## config.mk

```make
export PLATFORM = sky130hd
export DESIGN_NAME = dic_dram_ctrl
export DESIGN_NICKNAME = d
export VERILOG_FILES = /design/src/dic_pkg.sv /design/src/dic_dram_ctrl.sv
export SDC_FILE = /design/constraint.sdc
export NUM_CORES = 1
export LEC_CHECK = 0
export BUFFER_PORTS_ARGS = -buffer_cell sky130_fd_sc_hd__buf_2
export CAP_MARGIN = 0
export CORE_AREA = 2 2 100 102
export CTS_CLUSTER_DIAMETER = 50
export DETAILED_ROUTE_END_ITERATION = 10
export DIE_AREA = 0 0 102 104
export PLACE_DENSITY = 0.7
export SYNTH_ARGS = -nofsm -noshare
export SYNTH_HDL_FRONTEND = slang
export SYNTH_SLANG_ARGS = --single-unit
export TNS_END_PERCENT = 30
```

## constraint.sdc

```tcl
create_clock -name aclk -period 1.9 [get_ports aclk]
set_input_delay 0.38 -clock aclk [delete_from_list [all_inputs] [get_ports aclk]]
set_output_delay 0.38 -clock aclk [all_outputs]
set_load 0.05 [all_outputs]
```

## src/dic_pkg.sv

```systemverilog
// Overview of operation
// - bit 14 set asserts row strobe at row cycle start, else mid-state.
// - bit 12 makes the column cycle three states, otherwise two states.
// - bit 8 set makes area 2 DRAM space, clear leaves normal space.
// - bit 7 set allows fast page burst accesses, clear forces full ones.
// - hold-low mode applies only with burst on; otherwise strobe rises.
`default_nettype none
package dic_pkg;
	localparam logic [3:0] DIC_CTRL_OFS = 4'h0;
	localparam logic [3:0] DIC_STAT_OFS = 4'h4;
	localparam logic [15:0] DIC_CTRL_RST = 16'h0000;
	localparam int DIC_COL_SHORT = 2;
	localparam int DIC_COL_LONG = 3;
	localparam logic [1:0] DIC_OKAY = 2'h0;
	localparam logic [1:0] DIC_SLVERR = 2'h2;

	typedef struct packed {
		logic res15;
		logic row_strobe_edge_select;
		logic res13;
		logic column_cycle_length_select;
		logic [2:0] res11_9;
		logic area2_dram_select;
		logic page_burst_enable;
		logic row_strobe_hold_low_mode;
		logic [5:0] low_bits;
	} dic_ctrl_t;

	typedef enum logic [1:0] {
		DIC_IDLE = 2'h0,
		DIC_ROW = 2'h1,
		DIC_COL = 2'h3,
		DIC_PRE = 2'h2
	} dic_state_t;

	typedef struct packed {
		logic write;
		logic [11:0] row;
	} dic_req_t;

	typedef struct packed {
		logic ras_n;
		logic cas_n;
		logic rd_n;
		logic we_n;
		logic col_sel;
	} dic_pins_t;
endpackage
`default_nettype wire

```

## src/dic_dram_ctrl.sv

```systemverilog
// The implementer's own choices: the placing of the registers and the AXI4-Lite slave port.
`timescale 1ns/1ps
`default_nettype none
module dic_dram_ctrl (
	// clock and reset
	input wire logic aclk,
	input wire logic aresetn,
	// axi4-lite write
	input wire logic [3:0] awaddr,
	input wire logic awvalid,
	output logic awready,
	input wire logic [31:0] wdata,
	input wire logic [3:0] wstrb,
	input wire logic wvalid,
	output logic wready,
	output logic [1:0] bresp,
	output logic bvalid,
	input wire logic bready,
	// axi4-lite read
	input wire logic [3:0] araddr,
	input wire logic arvalid,
	output logic arready,
	output logic [31:0] rdata,
	output logic [1:0] rresp,
	output logic rvalid,
	input wire logic rready,
	// area 2 access request
	input wire logic acc_req,
	input wire dic_pkg::dic_req_t acc_info,
	output logic acc_done,
	output logic area2_dram,
	// memory pins
	output dic_pkg::dic_pins_t pins
);
	import dic_pkg::*;

	dic_ctrl_t ctl_q;
	dic_state_t st_q;
	logic ph_q;
	logic [1:0] col_cnt_q;
	logic open_q;
	logic wr_q;
	logic [11:0] row_q;
	logic [3:0] aw_addr_q;
	logic [31:0] w_data_q;
	logic [3:0] w_strb_q;
	logic do_wr;
	logic [1:0] col_last;
	logic hold_ok;
	logic hit;
	logic ras_low;
	logic [31:0] stat;

	assign do_wr = !awready && !wready && !bvalid;
	// column cycle length in states, minus one
	assign col_last = ctl_q.column_cycle_length_select ?
		2'(DIC_COL_LONG - 1) : 2'(DIC_COL_SHORT - 1);
	// down mode only counts while burst is on
	assign hold_ok = ctl_q.page_burst_enable &&
		ctl_q.row_strobe_hold_low_mode;
	assign hit = open_q && ctl_q.page_burst_enable &&
		acc_info.row == row_q;
	assign stat = {16'h0000, st_q, open_q, 1'b0, row_q};

	// axi write address and data slots
	always_ff @(posedge aclk) begin
		if (!aresetn) begin
			awready <= 1'b1;
			wready <= 1'b1;
			aw_addr_q <= 4'h0;
			w_data_q <= 32'h0;
			w_strb_q <= 4'h0;
		end else if (bvalid && bready) begin
			awready <= 1'b1;
			wready <= 1'b1;
		end else begin
			if (awvalid && awready) begin
				awready <= 1'b0;
				aw_addr_q <= awaddr;
			end
			if (wvalid && wready) begin
				wready <= 1'b0;
				w_data_q <= wdata;
				w_strb_q <= wstrb;
			end
		end
	end

	// axi write response
	always_ff @(posedge aclk) begin
		if (!aresetn) begin
			bvalid <= 1'b0;
			bresp <= DIC_OKAY;
		end else if (do_wr) begin
			bvalid <= 1'b1;
			bresp <= (aw_addr_q == DIC_CTRL_OFS) ? DIC_OKAY : DIC_SLVERR;
		end else if (bready) begin
			bvalid <= 1'b0;
		end
	end

	// control register, reserved bits kept as storage
	always_ff @(posedge aclk) begin
		if (!aresetn) begin
			ctl_q <= DIC_CTRL_RST;
		end else if (do_wr && aw_addr_q == DIC_CTRL_OFS) begin
			if (w_strb_q[0]) begin
				ctl_q[7:0] <= w_data_q[7:0];
			end
			if (w_strb_q[1]) begin
				ctl_q[15:8] <= w_data_q[15:8];
			end
		end
	end

	// axi read channel
	always_ff @(posedge aclk) begin
		if (!aresetn) begin
			arready <= 1'b1;
			rvalid <= 1'b0;
			rdata <= 32'h0;
			rresp <= DIC_OKAY;
		end else if (arvalid && arready) begin
			arready <= 1'b0;
			rvalid <= 1'b1;
			rresp <= DIC_OKAY;
			unique case (araddr)
				DIC_CTRL_OFS: rdata <= {16'h0000, ctl_q};
				DIC_STAT_OFS: rdata <= stat;
				default: begin
					rdata <= 32'h0;
					rresp <= DIC_SLVERR;
				end
			endcase
		end else if (rvalid && rready) begin
			rvalid <= 1'b0;
			arready <= 1'b1;
		end
	end

	// half-state divider: a bus state is two clocks
	always_ff @(posedge aclk) begin
		if (!aresetn) begin
			ph_q <= 1'b0;
		end else begin
			ph_q <= !ph_q;
		end
	end

	// access sequencer, moves only at state boundaries
	always_ff @(posedge aclk) begin
		if (!aresetn) begin
			st_q <= DIC_IDLE;
			col_cnt_q <= 2'h0;
			wr_q <= 1'b0;
			row_q <= 12'h000;
		end else if (ph_q) begin
			unique case (st_q)
				DIC_IDLE: begin
					if (acc_req && ctl_q.area2_dram_select) begin
						wr_q <= acc_info.write;
						row_q <= acc_info.row;
						col_cnt_q <= 2'h0;
						if (hit) begin
							st_q <= DIC_COL;
						end else if (open_q) begin
							st_q <= DIC_PRE;
						end else begin
							st_q <= DIC_ROW;
						end
					end
				end
				DIC_ROW: st_q <= DIC_COL;
				DIC_COL: begin
					if (col_cnt_q == col_last) begin
						st_q <= DIC_IDLE;
					end else begin
						col_cnt_q <= col_cnt_q + 2'h1;
					end
				end
				DIC_PRE: st_q <= DIC_ROW;
			endcase
		end
	end

	// open row tracking for page mode
	always_ff @(posedge aclk) begin
		if (!aresetn) begin
			open_q <= 1'b0;
		end else if (st_q == DIC_IDLE && !hold_ok) begin
			open_q <= 1'b0;
		end else if (ph_q && st_q == DIC_COL && col_cnt_q == col_last) begin
			open_q <= hold_ok;
		end else if (st_q == DIC_PRE) begin
			open_q <= 1'b0;
		end
	end

	always_comb begin
		ras_low = 1'b0;
		unique case (st_q)
			// early edge at state start, else second half
			DIC_ROW: ras_low = ph_q || ctl_q.row_strobe_edge_select;
			DIC_COL: ras_low = 1'b1;
			DIC_IDLE: ras_low = open_q;
			DIC_PRE: ras_low = 1'b0;
		endcase
	end

	// registered pins and status outputs
	always_ff @(posedge aclk) begin
		if (!aresetn) begin
			pins <= '{ras_n: 1'b1, cas_n: 1'b1, rd_n: 1'b1,
				we_n: 1'b1, col_sel: 1'b0};
			acc_done <= 1'b0;
			area2_dram <= 1'b0;
		end else begin
			pins.ras_n <= !ras_low;
			pins.cas_n <= !(st_q == DIC_COL && (ph_q || col_cnt_q != 2'h0));
			// read strobe doubles as output enable for edo parts
			pins.rd_n <= !(st_q == DIC_COL && !wr_q);
			pins.we_n <= !(st_q == DIC_COL && wr_q);
			pins.col_sel <= st_q == DIC_COL;
			acc_done <= ph_q && st_q == DIC_COL && col_cnt_q == col_last;
			area2_dram <= ctl_q.area2_dram_select;
		end
	end

	// cycles spent in the column cycle, for checking only
	logic [2:0] col_cyc_q;
	always_ff @(posedge aclk) begin
		if (!aresetn || st_q != DIC_COL) begin
			col_cyc_q <= 3'h0;
		end else begin
			col_cyc_q <= col_cyc_q + 3'h1;
		end
	end

	ras_edge_a: assert property (@(posedge aclk) disable iff (!aresetn)
		(st_q == DIC_ROW && !ph_q) |=>
		pins.ras_n == !$past(ctl_q.row_strobe_edge_select))
		else $error("row strobe edge does not follow edge select");
	col_len_a: assert property (@(posedge aclk) disable iff (!aresetn)
		(st_q == DIC_COL && ph_q && col_cnt_q == col_last) |->
		col_cyc_q == (ctl_q.column_cycle_length_select ?
		3'(2 * DIC_COL_LONG - 1) : 3'(2 * DIC_COL_SHORT - 1)))
		else $error("column cycle has wrong number of states");
	area_sel_a: assert property (@(posedge aclk) disable iff (!aresetn)
		(st_q == DIC_IDLE && !ctl_q.area2_dram_select) |=>
		st_q == DIC_IDLE && area2_dram == $past(ctl_q.area2_dram_select))
		else $error("access started while area 2 is normal space");
	no_burst_a: assert property (@(posedge aclk) disable iff (!aresetn)
		(st_q == DIC_IDLE && ph_q && !ctl_q.page_burst_enable) |=>
		st_q != DIC_COL)
		else $error("page access taken with burst disabled");
	ras_up_a: assert property (@(posedge aclk) disable iff (!aresetn)
		(st_q == DIC_IDLE && !ctl_q.page_burst_enable) [*2] |=>
		pins.ras_n)
		else $error("row strobe held low with burst disabled");
	ctl_reset_a: assert property (@(posedge aclk)
		!aresetn |=> ctl_q == DIC_CTRL_RST && !area2_dram)
		else $error("control register not cleared by reset");
	late_ras_a: assert property (@(posedge aclk)
		disable iff (!aresetn)
		(st_q == DIC_ROW && ph_q) |=> !pins.ras_n)
		else $error("row strobe high in second half of row cycle");
	dram_take_a: assert property (@(posedge aclk)
		disable iff (!aresetn)
		(st_q == DIC_IDLE && ph_q && acc_req &&
		ctl_q.area2_dram_select) |=> st_q != DIC_IDLE)
		else $error("request in dram space not started");
	fast_page_a: assert property (@(posedge aclk)
		disable iff (!aresetn)
		(st_q == DIC_IDLE && ph_q && acc_req && hit &&
		ctl_q.area2_dram_select) |=> st_q == DIC_COL)
		else $error("page hit did not skip the row cycle");
	hold_drop_a: assert property (@(posedge aclk)
		disable iff (!aresetn)
		(st_q == DIC_IDLE && !hold_ok) |=> !open_q)
		else $error("row kept open without burst hold-low mode");
	pin_reset_a: assert property (@(posedge aclk)
		!aresetn |=> pins.ras_n && pins.cas_n && !pins.col_sel && !acc_done)
		else $error("pins not idle after reset");

	// bus handshake checks
	b_hold_a: assert property (@(posedge aclk) disable iff (!aresetn)
		(bvalid && !bready) |=> bvalid && $stable(bresp))
		else $error("write response dropped before bready");
	r_hold_a: assert property (@(posedge aclk) disable iff (!aresetn)
		(rvalid && !rready) |=> rvalid && $stable(rdata))
		else $error("read data dropped before rready");

	page_hit_c: cover property (@(posedge aclk) disable iff (!aresetn)
		st_q == DIC_IDLE && ph_q && acc_req && hit &&
		ctl_q.area2_dram_select);
	long_col_c: cover property (@(posedge aclk) disable iff (!aresetn)
		acc_done && ctl_q.column_cycle_length_select);
	precharge_c: cover property (@(posedge aclk) disable iff (!aresetn)
		st_q == DIC_PRE);
	hold_low_c: cover property (@(posedge aclk) disable iff (!aresetn)
		st_q == DIC_IDLE && open_q && !pins.ras_n);
	early_ras_c: cover property (@(posedge aclk) disable iff (!aresetn)
		st_q == DIC_ROW && ctl_q.row_strobe_edge_select);
endmodule
`default_nettype wire

```

# After elaboration in Yosys (flattened, before gate mapping)
# Index checks and enable logic that the tools add are counted.
# totals
word_cells	114
out_inout_bits	48
reg_bits	105
inputBits	65
# classes
reduce_logical	48
addsub	1
muxes	21
n_bitwise	2
eq_ne	9
# ops
cell	n
case mux 16 bit (2 select lines)	1
logical AND 1 bit	18
2-to-1 mux 2 bit	9
equality test 12 bit	1
zero test 1 bit	10
nonzero test 2 bit	5
zero test 4 bit	2
2-to-1 mux 1 bit	8
case mux 2 bit (4 select lines)	1
AND reduction 2 bit	4
AND reduction 3 bit	2
OR reduction 2 bit	3
equality test 2 bit (second input constant)	2
equality test 4 x 3 -> 1 bit (second input constant)	1
inequality test 2 bit (second input constant)	2
case mux 1 bit (4 select lines)	1
case mux 2 bit (2 select lines)	1
AND reduction 4 bit	1
adder 2 x 1 -> 2 bit (second input constant)	1
equality test 2 x 1 -> 1 bit (second input constant)	1
equality test 2 bit	1
zero test 2 bit	1
logical OR 1 bit	2
inequality test 2 x 1 -> 1 bit (second input constant)	1
inverter 1 bit	2

# Logic depth before layout (Yosys ltp)
# depth
depth_word	5
depth_mapped	6
ltp_nobuf	6

# Worst setup path before layout
# No wires, ideal clock.
# synth_timing
kind	flip-flop to flip-flop
start	register bvalid
end	register w_data_q[5]
setup_ns	0.132
required_time_ns	1.768
stages_incl_launch_ff	7
synth_period_minus_slack_ns	1.618
slack_ns	0.282
t_arrival_ns	1.486
path_buffers	2
cell_sequence	dfxtp_1 > nand2_1 > and3_1 > buf_2 > buf_2 > nand2_1 > a21oi_1
# synth_via
elab_chain_cells	3
# synth_lines
element	line	rtl
start, declared	dic_dram_ctrl.sv:17	output logic bvalid,
start signal, assigned	dic_dram_ctrl.sv:92	bvalid <= 1'b0;
start signal, assigned	dic_dram_ctrl.sv:95	bvalid <= 1'b1;
start signal, assigned	dic_dram_ctrl.sv:98	bvalid <= 1'b0;
logical AND 1 bit	dic_dram_ctrl.sv:73	end else if (bvalid && bready) begin
inverter 1 bit (no source line)	--	
AND reduction 2 bit (no source line)	--	
end signal, assigned	dic_dram_ctrl.sv:83	w_data_q <= wdata;
end, declared	dic_dram_ctrl.sv:45	logic [31:0] w_data_q;
# Every way passes these cells.
# A chain may end at the register's enable or synchronous reset.

# Worst setup path after layout
# layout_timing
start	register st_q[0]
end	register col_cnt_q[0]
# layout_via
elab_chain_cells	3
word_cells_on_any_way	7
cone_classes	3 x eq/ne; 1 x mux; 3 x reduce/logical
# layout_lines
element	line	rtl
start, declared	dic_dram_ctrl.sv:38	dic_state_t st_q;
start signal, assigned	dic_dram_ctrl.sv:153	st_q <= DIC_IDLE;
start signal, assigned	dic_dram_ctrl.sv:165	st_q <= DIC_COL;
start signal, assigned	dic_dram_ctrl.sv:167	st_q <= DIC_PRE;
equality test 2 bit / zero test 2 bit (equally long branches)	dic_dram_ctrl.sv:158	unique case (st_q)
inequality test 2 bit (no source line) / nonzero test 2 bit (equally long branches)	--	
AND reduction 4 bit (no source line)	--	
end signal, assigned	dic_dram_ctrl.sv:178	col_cnt_q <= col_cnt_q + 2'h1;
end, declared	dic_dram_ctrl.sv:40	logic [1:0] col_cnt_q;
# Several ways; a longest one is shown, not always the timed one.

==> metrics <==
outcome=finished clean; total negative setup slack=0 ps; height of the die=104 µm; clock edge transition at the registers on the reported setup and hold paths=80 ps; HPWL after detailed placement=around 6200 µm; reg-to-reg startpoint=st_q[0]; commonest register cell after synthesis=sky130_fd_sc_hd__dfxtp_1; placed inst area=around 4200 µm²; Mapped Cells=424; total of max-cap violations=0; Final Hold Fails=0; number of flops mapped to enable cells by yosys=0; biggest area contributors in the synthesized netlist=sky130_fd_sc_hd__dfxtp_1 47%, sky130_fd_sc_hd__mux2i_1 9.7%, sky130_fd_sc_hd__a21oi_1 7.4%; summed area of non-filler cells in the final layout=4380 µm²; setup repair after global routing missed its margin=no; total of hold buffers inserted after clock tree synthesis=0; CP Capture Point=col_cnt_q[0]; Worst R2R End=col_cnt_q[0]; io pins=between 100 and 150; total power divided by cell area=812 nW/µm²; Setup Viol. Count Final=0; Wirelength per Cell=13.1 µm; total clock sinks=between 80 and 90; Fmax=0.563 GHz; share of synthesized registers carrying an async set or reset=0%; total gr overflow=0; time the final worst path needs with I/O delays and setup=1780 ps; transition time at the pin with the least slew margin=507 ps; total number of yosys warnings=0; Critical Path Sink Type=register; first-pass iteration count of the detailed router=4; core area=9550 µm²; wire length on met3=507 µm; class of the most critical setup path=reg2reg; final clock skew=a little over 8 ps; routed length on met2=4040 µm; most frequently used cell type in the post-synthesis netlist=sky130_fd_sc_hd__dfxtp_1; largest voltage drop on the vdd net=342 µV; width of the chip=102 µm; Detailed Route Iter0 Violations=102; DRC violation count after routing=0; antenna viol nets, final=0; cts bufs inserted=9; placement row count=36; Top Layer Used=met4; number of synthesized register bits=87; number of levels in the clock H-tree=3; area of the die=between 10000 and 15000 µm²; vias per cell=between 4 and 5; WP data required=~2200 ps; fraction of layout instances using a drive strength above 1=22.0%; initial antenna violation count=0; largest area contributor in the netlist=sky130_fd_sc_hd__dfxtp_1; largest net degree at the start of global routing=36; maximum number of buffers from clock root to sink=2; Synth top area share=46.8%; area grow syn2layout=17.7%; Worst Path Max Fanout=7; cells on worst reg2reg path=6; startpoint types=register; average cell area after synthesis=8.78 µm²; sequential area share after synthesis=46.8%; count of distinct cell types in the synthesized netlist=43; antenna cell count=0; routed wire length=8340 µm; arrival time at the worst endpoint=roughly 2000 ps; last weighted congestion value of the routability-driven placer=0.831; # nets final=567; Port Buffer Count=between 70 and 80; detailed-route via count=3010; post-CTS setup buffer count=0; root buffer cell=sky130_fd_sc_hd__clkbuf_8; post-route clock period utilization=93.5%; wire length of the first global-routing pass=approximately 14000 µm; fin. max-slew vios=0; classification of the worst-slack hold path=in2reg; source-to-sink clock delay at the later pin of the worst-skew pair=about 360 ps; commonest cells in the synthesized netlist=87 x sky130_fd_sc_hd__dfxtp_1, 70 x sky130_fd_sc_hd__nand2_1, 55 x sky130_fd_sc_hd__a21oi_1; leakage power=~2 nW; number of global-route vias before repair=2868; launching element of the worst setup path=st_q[0]; Hold WS=254 ps; Max-slew headroom=66.2%; combined area of all synthesized cells=roughly 3700 µm²; cts repair resizes=0; effective utilization at floorplan=39.0%; CTS tree=done; post-route met1 wirelength=3700 µm; global-route total usage across every layer=16.4%; slack of the worst reg-to-reg path=120 ps
[logic make-up after synthesis]
logic type	after synthesis	share of synthesized area, %
compound gates	70	10.7
xor+xnor	12	2.82
fa+ha+maj	6	2.02
buf+inv	50	7.36
flops	87	46.8
mux	36	9.67
other cells	1	0.101
simple gates	162	20.6
[where the power goes]
part / switching [mW] / internal, mW
clock network: 0.649 / 0.641
logic: 0.264 / 0.110
registers: 0.0306 / 1.86
total: 0.943 / 2.61
[placed cells by master (no fill, tap or decap), types with 2 or more instances in the layout]
| cell type | synthesis | layout |
|---|---|---|
| sky130_fd_sc_hd__mux2i_1 | 36 | 36 |
| sky130_fd_sc_hd__or3_1 | 2 | 2 |
| sky130_fd_sc_hd__buf_2 | 8 | 76 |
| sky130_fd_sc_hd__and2_1 | 2 | 2 |
| sky130_fd_sc_hd__nand3_4 | 3 | 3 |
| sky130_fd_sc_hd__nand2b_1 | 6 | 6 |
| sky130_fd_sc_hd__nand3_1 | 4 | 4 |
| sky130_fd_sc_hd__and3_1 | 2 | 2 |
| sky130_fd_sc_hd__a211oi_1 | 2 | 2 |
| sky130_fd_sc_hd__xor2_1 | 12 | 12 |
| sky130_fd_sc_hd__clkinvlp_4 | 0 | 3 |
| sky130_fd_sc_hd__o211ai_1 | 2 | 2 |
| sky130_fd_sc_hd__nand4_1 | 2 | 2 |
| sky130_fd_sc_hd__a21oi_1 | 55 | 55 |
| sky130_fd_sc_hd__nor2_1 | 43 | 43 |
| sky130_fd_sc_hd__conb_1 | 1 | 18 |
| sky130_fd_sc_hd__buf_12 | 0 | 2 |
| sky130_fd_sc_hd__inv_1 | 10 | 9 |
| sky130_fd_sc_hd__nor3_1 | 18 | 18 |
| sky130_fd_sc_hd__o21ai_0 | 3 | 3 |
| sky130_fd_sc_hd__buf_4 | 18 | 6 |
| sky130_fd_sc_hd__ha_1 | 6 | 6 |
| sky130_fd_sc_hd__dfxtp_1 | 87 | 87 |
| sky130_fd_sc_hd__nand2_1 | 70 | 70 |
| sky130_fd_sc_hd__clkbuf_8 | 0 | 10 |
| sky130_fd_sc_hd__nor4_1 | 2 | 2 |
[stage by stage]
step / setup slack [ps] / power (mW) / instances / utilization, %
final: 123 / 3.56 / 634 / 45.9
after global routing: 7.33 / 3.70 / 634 / 45.9
after CTS: 148 / 3.59 / 634 / 45.9
after detailed placement: 176 / 2.31 / 618 / 43.8
after global placement: 271 / 2.30 / 618 / 43.8
after floorplan: 282 / 2.23 / 441 / -
[critical path, cell delays in order, from the launching register on]
cell                       delay [ps]
sky130_fd_sc_hd__dfxtp_1          420
sky130_fd_sc_hd__inv_1            120
sky130_fd_sc_hd__ha_1             310
sky130_fd_sc_hd__a21boi_1         180
sky130_fd_sc_hd__nand2b_1         180
sky130_fd_sc_hd__or3_1            320
sky130_fd_sc_hd__a31oi_1          170
[metal layers]
metal,vias up,track usage (%)
li1,1538,-
met1,1375,19.9
met2,88,27.3
met3,9,5.31
met4,0,4.86
met5,-,0
[worst min path at each step]
stage,startpoint,slack [ps],to,cells past startpoint
after floorplan,wr_q,370,pins[1],1
after global placement,wr_q,380,pins[1],1
after detailed placement,wr_q,380,pins[1],1
after CTS,wdata[11],240,w_data_q[11],3
after global routing,wdata[6],240,w_data_q[6],3
final,wdata[13],250,w_data_q[13],3
[state kept, by name (all words and copies together), names as in the netlist]
signal and flops:
st_q 2, awready 1, col_cnt_q 2, wready 1, rdata 16, arready 1
bvalid 1, wr_q 1, bresp 1, rresp 1, area2_dram 1, w_strb_q 2
row_q 12, aw_addr_q 4, rvalid 1, w_data_q 16, pins 5, ph_q 1
open_q 1, acc_done 1, ctl_q 16
[layout make-up]
type | count | area, µm²
flip-flops and latches | 87 | 1740
multi-input cells | 304 | 1770
fillers | 965 | 5170
repair buffers | 84 | 465
well taps | 133 | 166
inverters | 10 | 37.5
clock buffers | 11 | 141
clock inverters | 5 | 57.6
(Power assumes the default switching activity.)
